[src/hdl/cds_pkg.sv]
// Purpose: Shared constants and types for the current DAC update scheduler
// Assumes: Control register byte layout as the processor sees it
// Notes:   Reset of the control byte is 8'h72
package cds_pkg;

	// ------------------------------------------------------------------
	// Control register layout
	// ------------------------------------------------------------------
	localparam int        CDS_EN_BIT      = 7;
	localparam int        CDS_TRIG_HI     = 6;
	localparam int        CDS_TRIG_LO     = 4;
	localparam int        CDS_FS_HI       = 1;
	localparam int        CDS_FS_LO       = 0;
	localparam logic[7:0] CDS_CTRL_RST    = 8'h72;
	localparam logic[7:0] CDS_CTRL_WMASK  = 8'hf3;
	localparam logic[7:0] CDS_DATA_RST    = 8'h00;
	localparam int        CDS_DAC_W       = 10;

	// ------------------------------------------------------------------
	// Trigger codes and full-scale codes
	// ------------------------------------------------------------------
	localparam logic[2:0] CDS_TRIG_TMR0   = 3'h0;
	localparam logic[2:0] CDS_TRIG_TMR3   = 3'h3;
	localparam logic[2:0] CDS_TRIG_RISE   = 3'h4;
	localparam logic[2:0] CDS_TRIG_FALL   = 3'h5;
	localparam logic[2:0] CDS_TRIG_BOTH   = 3'h6;
	localparam logic[2:0] CDS_TRIG_DEMAND = 3'h7;
	localparam logic[1:0] CDS_FS_0P5MA    = 2'h0;
	localparam logic[1:0] CDS_FS_1MA      = 2'h1;
	localparam logic[1:0] CDS_FS_2MA      = 2'h2;

	// ------------------------------------------------------------------
	// Register write carrier
	// ------------------------------------------------------------------
	typedef struct packed {
		logic       ctrl_we;
		logic       high_we;
		logic       low_we;
		logic [7:0] wdata;
	} cds_wr_t;

	// Analog side controls
	typedef struct packed {
		logic       bias_on;
		logic       pin_analog;
		logic [1:0] full_scale;
		logic [9:0] code;
	} cds_ana_t;

endpackage

[src/hdl/cds_edge.sv]
// Purpose: Synchronise the convert start pin and detect selected edges
// Assumes: One clock; pin asynchronous to it
// Notes:   First stage feeds only the second stage
`timescale 1ns/1ps
module cds_edge
	import cds_pkg::*;
(
	input  wire logic       core_clk_i,
	input  wire logic       sys_rst_i,
	input  wire logic       pin_i,
	input  wire logic [2:0] sel_i,
	output logic            strobe_o
);

	logic [2:0] sync_reg;
	logic [2:0] sync_next;
	logic [1:0] fill_reg;
	logic [1:0] fill_next;
	logic       rise;
	logic       fall;

	always_comb begin
		sync_next = {sync_reg[1:0], pin_i};
		fill_next = fill_reg;
		if (!(&fill_reg)) begin
			fill_next = fill_reg + 2'h1;
		end
		// No edges until all stages hold real pin samples
		rise      = &fill_reg & sync_reg[1] & ~sync_reg[2];
		fall      = &fill_reg & ~sync_reg[1] & sync_reg[2];
		case (sel_i)
			CDS_TRIG_RISE: strobe_o = rise; // RQ12
			CDS_TRIG_FALL: strobe_o = fall; // RQ12
			CDS_TRIG_BOTH: strobe_o = rise | fall; // RQ11
			default:       strobe_o = 1'b0;
		endcase
	end

	always_ff @(posedge core_clk_i or posedge sys_rst_i) begin
		if (sys_rst_i) begin
			sync_reg <= 3'h0;
			fill_reg <= 2'h0;
		end else begin
			sync_reg <= sync_next;
			fill_reg <= fill_next;
		end
	end

	edge_pulse_a: assert property (@(posedge core_clk_i) // RQ12
		disable iff (sys_rst_i)
		strobe_o |-> (&fill_reg && sync_reg[1] != sync_reg[2]))
		else $error("edge strobe without a pin change");

endmodule

[src/hdl/cds_top.sv]
// Purpose: Control, staging and update scheduling for a 10-bit current DAC
// Assumes: Register writes arrive as one-cycle strobes with byte data
// Notes:   Output latch changes only on the selected update event
`timescale 1ns/1ps
// How it works
// RQ1: Enable hands port pin to converter output
// RQ2: Bias reference on exactly while enabled
// RQ3: Three full-scale settings: 0.5, 1, 2 mA
// RQ4: Software sets port skip bit for pin
// RQ5: Trigger field bits 6:4, default on-demand
// RQ6: On-demand: low byte held until high write
// RQ7: Software writes low byte then high byte
// RQ8: Eight-bit use writes only high byte
// RQ9: Codes 0-3 update on timer 0-3 overflow
// RQ10: Codes 4-6 update on start pin edge
// RQ11: Edge codes choose rising, falling or both
// RQ12: 4 rising, 5 falling, 6 both; synchronised
// RQ13: Data word left-justified across two bytes
// RQ14: Full-scale field bits 1:0, default 2 mA
module cds_top
	import cds_pkg::*;
(
	input  wire logic       core_clk_i,
	input  wire logic       sys_rst_i,
	input  wire cds_wr_t    wr_i,
	input  wire logic [3:0] timer_ovf_i,
	input  wire logic       convert_start_pin_i,
	input  wire logic       gpio_out_i,
	input  wire logic       gpio_oe_i,
	input  wire logic       gpio_pullup_i,
	output logic [7:0]      dac_control_reg_o,
	output logic [7:0]      dac_data_high_o,
	output logic [7:0]      dac_data_low_o,
	output cds_ana_t        ana_o,
	output logic            pin_out_o,
	output logic            pin_oe_o,
	output logic            pin_pullup_o,
	output logic            update_o
);

	// ------------------------------------------------------------------
	// State
	// ------------------------------------------------------------------
	logic [7:0]  ctrl_reg;
	logic [7:0]  ctrl_next;
	logic [7:0]  high_reg;
	logic [7:0]  high_next;
	logic [7:0]  low_reg;
	logic [7:0]  low_next;
	logic [9:0]  latch_reg;
	logic [9:0]  latch_next;
	logic        upd_reg;
	logic        upd_next;
	logic [2:0]  trig;
	logic        enable;
	logic        edge_strobe;
	logic        fire;
	logic [7:0]  cur_high;
	logic [7:0]  cur_low;

	assign trig   = ctrl_reg[CDS_TRIG_HI:CDS_TRIG_LO]; // RQ5
	assign enable = ctrl_reg[CDS_EN_BIT];

	// Trigger codes that wait for a start pin edge
	function automatic logic edge_mode(input logic [2:0] code);
		return code >= CDS_TRIG_RISE && code <= CDS_TRIG_BOTH;
	endfunction

	// ------------------------------------------------------------------
	// Start pin edge detection
	// ------------------------------------------------------------------
	cds_edge u_edge (
		.core_clk_i (core_clk_i),
		.sys_rst_i  (sys_rst_i),
		.pin_i      (convert_start_pin_i),
		.sel_i      (trig),
		.strobe_o   (edge_strobe)
	);

	// ------------------------------------------------------------------
	// Update event selection and next values
	// ------------------------------------------------------------------
	always_comb begin
		ctrl_next = ctrl_reg;
		high_next = high_reg;
		low_next  = low_reg;
		fire      = 1'b0;
		if (wr_i.ctrl_we) begin
			ctrl_next = wr_i.wdata & CDS_CTRL_WMASK;
		end
		if (wr_i.high_we) begin
			high_next = wr_i.wdata;
		end
		if (wr_i.low_we) begin
			low_next = wr_i.wdata; // RQ6
		end
		// Update event for the selected trigger
		case (trig)
			CDS_TRIG_DEMAND: fire = wr_i.high_we; // RQ6
			CDS_TRIG_RISE,
			CDS_TRIG_FALL,
			CDS_TRIG_BOTH:   fire = edge_strobe; // RQ10
			default:         fire = timer_ovf_i[trig[1:0]]; // RQ9
		endcase
		// Same-cycle write is included in the copy
		cur_high   = high_next;
		cur_low    = low_next;
		latch_next = latch_reg;
		if (fire) begin
			latch_next = {cur_high, cur_low[7:6]}; // RQ13
		end
		upd_next = fire;
	end

	always_ff @(posedge core_clk_i or posedge sys_rst_i) begin
		if (sys_rst_i) begin
			ctrl_reg  <= CDS_CTRL_RST; // RQ5 RQ14
			high_reg  <= CDS_DATA_RST;
			low_reg   <= CDS_DATA_RST;
			latch_reg <= 10'h000;
			upd_reg   <= 1'b0;
		end else begin
			ctrl_reg  <= ctrl_next;
			high_reg  <= high_next;
			low_reg   <= low_next;
			latch_reg <= latch_next;
			upd_reg   <= upd_next;
		end
	end

	// ------------------------------------------------------------------
	// Outputs
	// ------------------------------------------------------------------
	always_comb begin
		dac_control_reg_o   = ctrl_reg;
		dac_data_high_o     = high_reg;
		dac_data_low_o      = {low_reg[7:6], 6'h00};
		update_o            = upd_reg;
		ana_o.bias_on       = enable; // RQ2
		ana_o.pin_analog    = enable; // RQ1
		ana_o.full_scale    = ctrl_reg[CDS_FS_HI:CDS_FS_LO]; // RQ3 RQ14
		ana_o.code          = latch_reg;
		pin_out_o           = enable ? 1'b0 : gpio_out_i; // RQ1
		pin_oe_o            = enable ? 1'b0 : gpio_oe_i; // RQ1
		pin_pullup_o        = enable ? 1'b0 : gpio_pullup_i; // RQ1
	end

	// ------------------------------------------------------------------
	// Checks
	// ------------------------------------------------------------------
	// Pin, bias, full scale and control readback
	pin_release_a: assert property (@(posedge core_clk_i) // RQ1
		disable iff (sys_rst_i)
		enable |-> (!pin_oe_o && !pin_pullup_o && ana_o.pin_analog))
		else $error("pin driven while converter enabled");
	pin_gpio_a: assert property (@(posedge core_clk_i) // RQ1
		disable iff (sys_rst_i)
		!enable |-> (pin_out_o == gpio_out_i && pin_oe_o == gpio_oe_i
			&& pin_pullup_o == gpio_pullup_i && !ana_o.pin_analog))
		else $error("port pin not plain while converter disabled");
	bias_follows_a: assert property (@(posedge core_clk_i) // RQ2
		disable iff (sys_rst_i)
		ana_o.bias_on == ctrl_reg[CDS_EN_BIT])
		else $error("bias not tracking enable");
	fs_field_a: assert property (@(posedge core_clk_i) // RQ3 RQ14
		disable iff (sys_rst_i)
		wr_i.ctrl_we |=> ana_o.full_scale == $past(wr_i.wdata[1:0]))
		else $error("full-scale field not taken from bits 1:0");
	ctrl_read_a: assert property (@(posedge core_clk_i) // RQ5
		disable iff (sys_rst_i)
		wr_i.ctrl_we
		|=> dac_control_reg_o == ($past(wr_i.wdata) & CDS_CTRL_WMASK))
		else $error("control readback wrong");
	// Update events
	demand_latch_a: assert property (@(posedge core_clk_i) // RQ5
		disable iff (sys_rst_i)
		(trig == CDS_TRIG_DEMAND && !wr_i.ctrl_we && wr_i.high_we)
		|=> ana_o.code[9:2] == $past(wr_i.wdata))
		else $error("high write did not latch in demand mode");
	demand_pulse_a: assert property (@(posedge core_clk_i) // RQ6
		disable iff (sys_rst_i)
		(trig == CDS_TRIG_DEMAND && wr_i.high_we) |=> update_o)
		else $error("no update pulse after high write");
	low_held_a: assert property (@(posedge core_clk_i) // RQ6
		disable iff (sys_rst_i)
		(trig == CDS_TRIG_DEMAND && !wr_i.high_we)
		|=> $stable(ana_o.code))
		else $error("output moved without high write");
	timer_fire_a: assert property (@(posedge core_clk_i) // RQ9
		disable iff (sys_rst_i)
		(trig <= CDS_TRIG_TMR3 && timer_ovf_i[trig[1:0]])
		|=> update_o ##0 ana_o.code == {high_reg, low_reg[7:6]})
		else $error("timer overflow missed");
	timer_hold_a: assert property (@(posedge core_clk_i) // RQ9
		disable iff (sys_rst_i)
		(trig <= CDS_TRIG_TMR3 && !timer_ovf_i[trig[1:0]])
		|=> !update_o)
		else $error("update without selected overflow");
	edge_fire_a: assert property (@(posedge core_clk_i) // RQ10
		disable iff (sys_rst_i)
		(edge_mode(trig) && edge_strobe)
		|=> update_o ##0 ana_o.code == {high_reg, low_reg[7:6]})
		else $error("pin edge did not latch data");
	edge_hold_a: assert property (@(posedge core_clk_i) // RQ10
		disable iff (sys_rst_i)
		(edge_mode(trig) && !edge_strobe)
		|=> $stable(ana_o.code))
		else $error("output moved without pin edge");
	// Data layout
	high_read_a: assert property (@(posedge core_clk_i) // RQ6
		disable iff (sys_rst_i)
		wr_i.high_we |=> dac_data_high_o == $past(wr_i.wdata))
		else $error("high byte readback wrong");
	low_read_a: assert property (@(posedge core_clk_i) // RQ13
		disable iff (sys_rst_i)
		wr_i.low_we |=> dac_data_low_o == {$past(wr_i.wdata[7:6]), 6'h00})
		else $error("low byte readback wrong");
	left_just_a: assert property (@(posedge core_clk_i) // RQ13
		disable iff (sys_rst_i)
		update_o |-> ana_o.code[1:0] == low_reg[7:6])
		else $error("low bits not from low byte 7:6");

endmodule

[config.mk]
export PLATFORM = sky130hd
export DESIGN_NAME = cds_top
export DESIGN_NICKNAME = d
export VERILOG_FILES = /design/src/hdl/cds_pkg.sv /design/src/hdl/cds_edge.sv /design/src/hdl/cds_top.sv
export SDC_FILE = /design/constraint.sdc
export NUM_CORES = 1
export LEC_CHECK = 0
export ABC_AREA = 1
export BUFFER_PORTS_ARGS = -buffer_cell sky130_fd_sc_hd__buf_2
export CORE_MARGIN = 5
export CORE_UTILIZATION = 40
export CTS_BUF_LIST = sky130_fd_sc_hd__clkbuf_2 sky130_fd_sc_hd__clkbuf_4 sky130_fd_sc_hd__clkbuf_8
export CTS_CLUSTER_SIZE = 24
export DETAILED_ROUTE_END_ITERATION = 16
export PLACE_DENSITY = 0.69
export SLEW_MARGIN = 20
export SYNTH_ARGS = -nofsm -noshare
export SYNTH_HDL_FRONTEND = slang
export SYNTH_HIERARCHICAL = 1
export SYNTH_SLANG_ARGS = --single-unit
export TNS_END_PERCENT = 50
[constraint.sdc]
create_clock -name core_clk_i -period 3.51 [get_ports core_clk_i]
set_clock_uncertainty 0.05 [all_clocks]
set_input_delay 0.5265 -clock core_clk_i [delete_from_list [all_inputs] [get_ports core_clk_i]]
set_output_delay 0.5265 -clock core_clk_i [all_outputs]
set_load 0.02 [all_outputs]
**Word-level counts from Yosys, hierarchy flattened**

Index checks and enable logic that the tools add are counted.

- Register bits after elaboration: 38
- Bits in latches: 0
- Bits in writable memories: 0
- Bits in read-only memories: 0
- Bits of input ports: 21
- Output and inout port bits: 42
- Logic and storage cells: 32
- Memories: 0

- Add/subtract/negate cells: 1
- Multipliers: 0
- Div/mod/pow operators: 0
- Magnitude comparators: 1
- Equal/unequal tests: 4
- Shift-type cells: 0
- Muxes and demuxes: 9
- Bitwise logic cells: 7
- Reduce and logical (&&, ||, !) cells: 2

Operators by type and width:

| kind | number |
|---|---|
| two-way mux 8 bit | 2 |
| equality test 3 bit (second input constant) | 4 |
| bitwise AND 1 bit | 4 |
| two-way mux 1 bit | 4 |
| less-than comparator 2 x 3 -> 1 bit (second input constant) | 1 |
| one-hot mux 1 bit (3 select lines) | 1 |
| OR reduction 3 bit | 1 |
| adder 2 x 1 -> 2 bit (second input constant) | 1 |
| binary-select mux 1 bit (select 2 bit) | 1 |
| NOT 1 bit | 2 |
| one-hot mux 1 bit (2 select lines) | 1 |
| AND reduction 2 bit | 1 |
| bitwise OR 1 bit | 1 |

**Logic depth before layout (Yosys ltp)**

- Word-level depth: 6
- Mapped depth: 12
- Depth with buffers taken out: 11

**Cells and area by module**

The synthesis kept the hierarchy.

Modules (own cells, without submodules):

| module | times used | cells an instance | area an instance (µm²) | sequential area each (µm²) |
|---|---|---|---|---|
| cds_top | 1 | 121 | 1,212.4 | 680.7 |
| cds_edge | 1 | 23 | 215.2 | 125.1 |

**Worst setup path after synthesis**

Ideal clock, no wire load.

- Path type: reg2reg
- Start: register ctrl_reg[6] (netlist: dac_control_reg_o[6])
- End: register latch_reg[0]
- Setup time: 117 ps
- Arrival: 1,380 ps
- Required time: 3,343 ps
- Path slack: 1,964 ps
- Cell stages (with the launch flop): 11
- Path buffers: 1
- Period minus slack after synthesis: 1,546 ps
- Cell sequence: dfstp_2 > nand2_1 > nor2_1 > nand2_1 > nor2_1 > inv_1 > a21oi_1 > o21ai_1 > buf_4 > nand3_1 > nand2_1

- Cells in the longest elaborated chain, start to end: 3
- Elaborated cells on any way between the ends: 7
- Those cells by class: 4 x eq/ne; 2 x mux; 1 x reduce/logical

Ends and longest elaborated chain:

| item | line | text |
|---|---|---|
| from (decl) | cds_top.sv:44 | `logic [7:0] ctrl_reg;` |
| from (signal assigned) | cds_top.sv:123 | `ctrl_reg <= ctrl_next;` |
| equality test 3 bit | cds_edge.sv:31 | `case (sel_i)` |
| one-hot mux 1 bit (3 select lines) * | cds_edge.sv:31 |  |
| named net edge_strobe | cds_top.sv:56 | `logic edge_strobe;` |
| one-hot mux 1 bit (2 select lines) * | cds_top.sv:98 | `case (trig)` |
| to (signal assigned) | cds_top.sv:126 | `latch_reg <= latch_next;` |
| to (decl) | cds_top.sv:50 | `logic [9:0] latch_reg;` |

The timed path passes the listed nets; every way through them passes the cells marked *.
A chain may end at the register's enable or synchronous reset.

**Worst setup path after layout**

- Start: register ctrl_reg[4] (netlist: dac_control_reg_o[4])
- End: register latch_reg[2]

Same word-level chain as after synthesis.

==> impl_metrics.json <==
{
  "final-setup-viol-count": 0,
  "grt_pass1_vias": 1116,
  "avgRoutedWirePerCell_um": 12.2,
  "die_h_um": 69.7,
  "worstPathMaxFanout": 11,
  "diodes": 0,
  "fillCellCount": 347,
  "largest_register_ffs": 10,
  "netlist_area_mm2": 0.00143,
  "synth_mux_area_share_pct": 11.0,
  "outcome": "finished, final reports clean",
  "drc_errors": 0,
  "clk_pin_slew_ps": 100,
  "reg2reg_from": "dac_control_reg_o[4]",
  "syn_area_per_cell_um2": 9.91,
  "reg2reg_slack_ps": 1430,
  "design_area_mm2": 0.00172,
  "worst_slew_pin_slew_ps": 917,
  "yosys_warnings": 6,
  "path_class": "flip-flop to flip-flop",
  "cts_buffers": 5,
  "synth_compound_area_share_pct": 2.10,
  "grt_remaining_overflow": 0,
  "die_w_um": 69.7,
  "gp_congestion": 0.698,
  "ctsLongestPathBuffers": 2,
  "viasPerCell": 4.27,
  "reg2reg_to": "latch_reg[2]",
  "ir_drop_v": 0.000287,
  "grt_setup_unrepaired": "no",
  "layout_common_cells": "buf_2 (54), nand2_1 (37), dfrtp_1 (28)",
  "ys_types": 16,
  "ys_ff_latch": 32,
  "hold_ws_ps": 29.6,
  "ctsHoldBuffers": 0,
  "hp-class": "input pin to async pin",
  "h-tree-depth": 2,
  "placed_cell_area_mm2": 0.00166,
  "synthCells": 144,
  "io_buffers": 54,
  "hold_viol_final": 0,
  "ctsResizeCount": 0,
  "tritoncts": "yes",
  "layout_commonest_cell": "buf_2",
  "synth_simple_gate_area_share_pct": 15.2,
  "nets": 217,
  "antenna_left": 0,
  "cp.arrival_ps": 2260,
  "post-cts-setup-buffer-count": 0,
  "cp-start-kind": "flip-flop",
  "grt_pass1_wl_mm": 5.15,
  "synth_top_family_by_area": "simple AND/OR/NAND/NOR gates",
  "clk_latency_ps": 330,
  "antenna_found_initial": 0,
  "power.leakage_nw": 0.957,
  "core_area_mm2": 0.00339,
  "ios": 63,
  "power_density_mw_per_mm2": 557,
  "first_pass_iters": 4,
  "synth_fa_ha_area_share_pct": 0.876,
  "r2r.worst_path.cells": 11,
  "vias": 1033,
  "fin_crit_ps": 2080,
  "drv_cap": 0,
  "end_kind": "flip-flop",
  "setup_ws_ps": 1430,
  "place_ws_ps": 1390,
  "drive_gt1_share_pct": 40.8,
  "post-route-period-util_pct": 59.4,
  "drtIter0Drc": 24,
  "area_delta_synth_final_pct": 20.8,
  "start_util_pct": 42.1,
  "fmax_mhz": 480,
  "place_hpwl_mm": 2.25,
  "cp_data_required_time_ps": 3690,
  "synth_xor_area_share_pct": 0.613,
  "relSlewSlack_pct": 38.5,
  "die-area_mm2": 0.00486,
  "timing.final.max_slew_violations": 0,
  "drt-total-wl_mm": 2.95,
  "cts_num_sinks": 32,
  "grt_use_total_pct": 13.2,
  "yosysSeqAreaShare_pct": 56.4,
  "grt_max_degree": 28,
  "root_buffer": "clkbuf_4",
  "rows": 21,
  "fin_tns_setup_ps": 0
}
## worst max-delay path by stage
| stage | to | startpoint | cells past startpoint |
|---|---|---|---|
| after floorplan | latch_reg[0] | dac_control_reg_o[6] | 10 |
| after global placement | latch_reg[0] | wr_i[9] | 5 |
| after detailed placement | latch_reg[4] | wr_i[9] | 5 |
| after CTS | latch_reg[7] | dac_control_reg_o[4] | 11 |
| after global routing | latch_reg[4] | dac_control_reg_o[4] | 11 |
| final | latch_reg[2] | dac_control_reg_o[4] | 11 |
## synth_stat cells (all sizes together)
master	count	area share [%]
nand2	37	9.7
dfrtp	28	49
dfstp	4	7.4
nand3	12	4.2
buf	17	8.7
a21oi	2	0.70
ha	1	0.88
nor2	5	1.3
xnor2	1	0.61
inv	18	4.7
o21ai	4	1.4
mux2	14	11
conb	1	0.26
## power breakdown
group          total [mW]  internal, mW  switching, mW
combinational       0.265        0.0897          0.176
clock               0.233         0.114          0.119
sequential          0.462         0.428         0.0335
## area by class of cell
type | count | area [um^2] | area share [%]
Timing Repair Buffer | 54 | 270 | 15.7
Sequential cell | 32 | 806 | 46.7
Multi-Input combinational cell | 84 | 457 | 26.5
Inverter | 18 | 67.6 | 3.92
Clock buffer | 8 | 66.3 | 3.85
Tap cell | 46 | 57.6 | 3.34
## layer usage
metal / track usage, % / up-vias / part of all wire [%]
li1: - / 529 / -
met1: 16.4 / 464 / 44
met2: 20.0 / 38 / 46
met3: 6.67 / 2 / 9.3
met4: 4.26 / 0 / 0.54
met5: 0 / - / 0
## cell families after synthesis
family,Yosys count
other,1
and+or+nand+nor,54
AOI/OAI and AO/OA,6
DFF,32
xor gates and xnor gates,1
muxes,14
adders and majority gates,1
buffers and inverters,35
## through the flow
step           util, %  total power [mW]  instances
2_1_floorplan        -             0.658        151
3_3_place_gp      48.9             0.737        234
3_5_place_dp      48.9             0.738        234
4_1_cts           50.9             0.975        242
5_1_grt           50.9              1.03        242
6_report          50.9             0.961        242
## worst max-delay path: stages, from the launching register on
cell     delay [ps]
dfstp_2         590
inv_1            60
nand2_1          60
nand2_1          40
nand2_1          50
nor2_1           40
inv_1            40
a21oi_1          50
o21ai_1         380
nand2_1         400
nand2_1         150
nand2_1          50
Power figures use the tool's default switching activity.
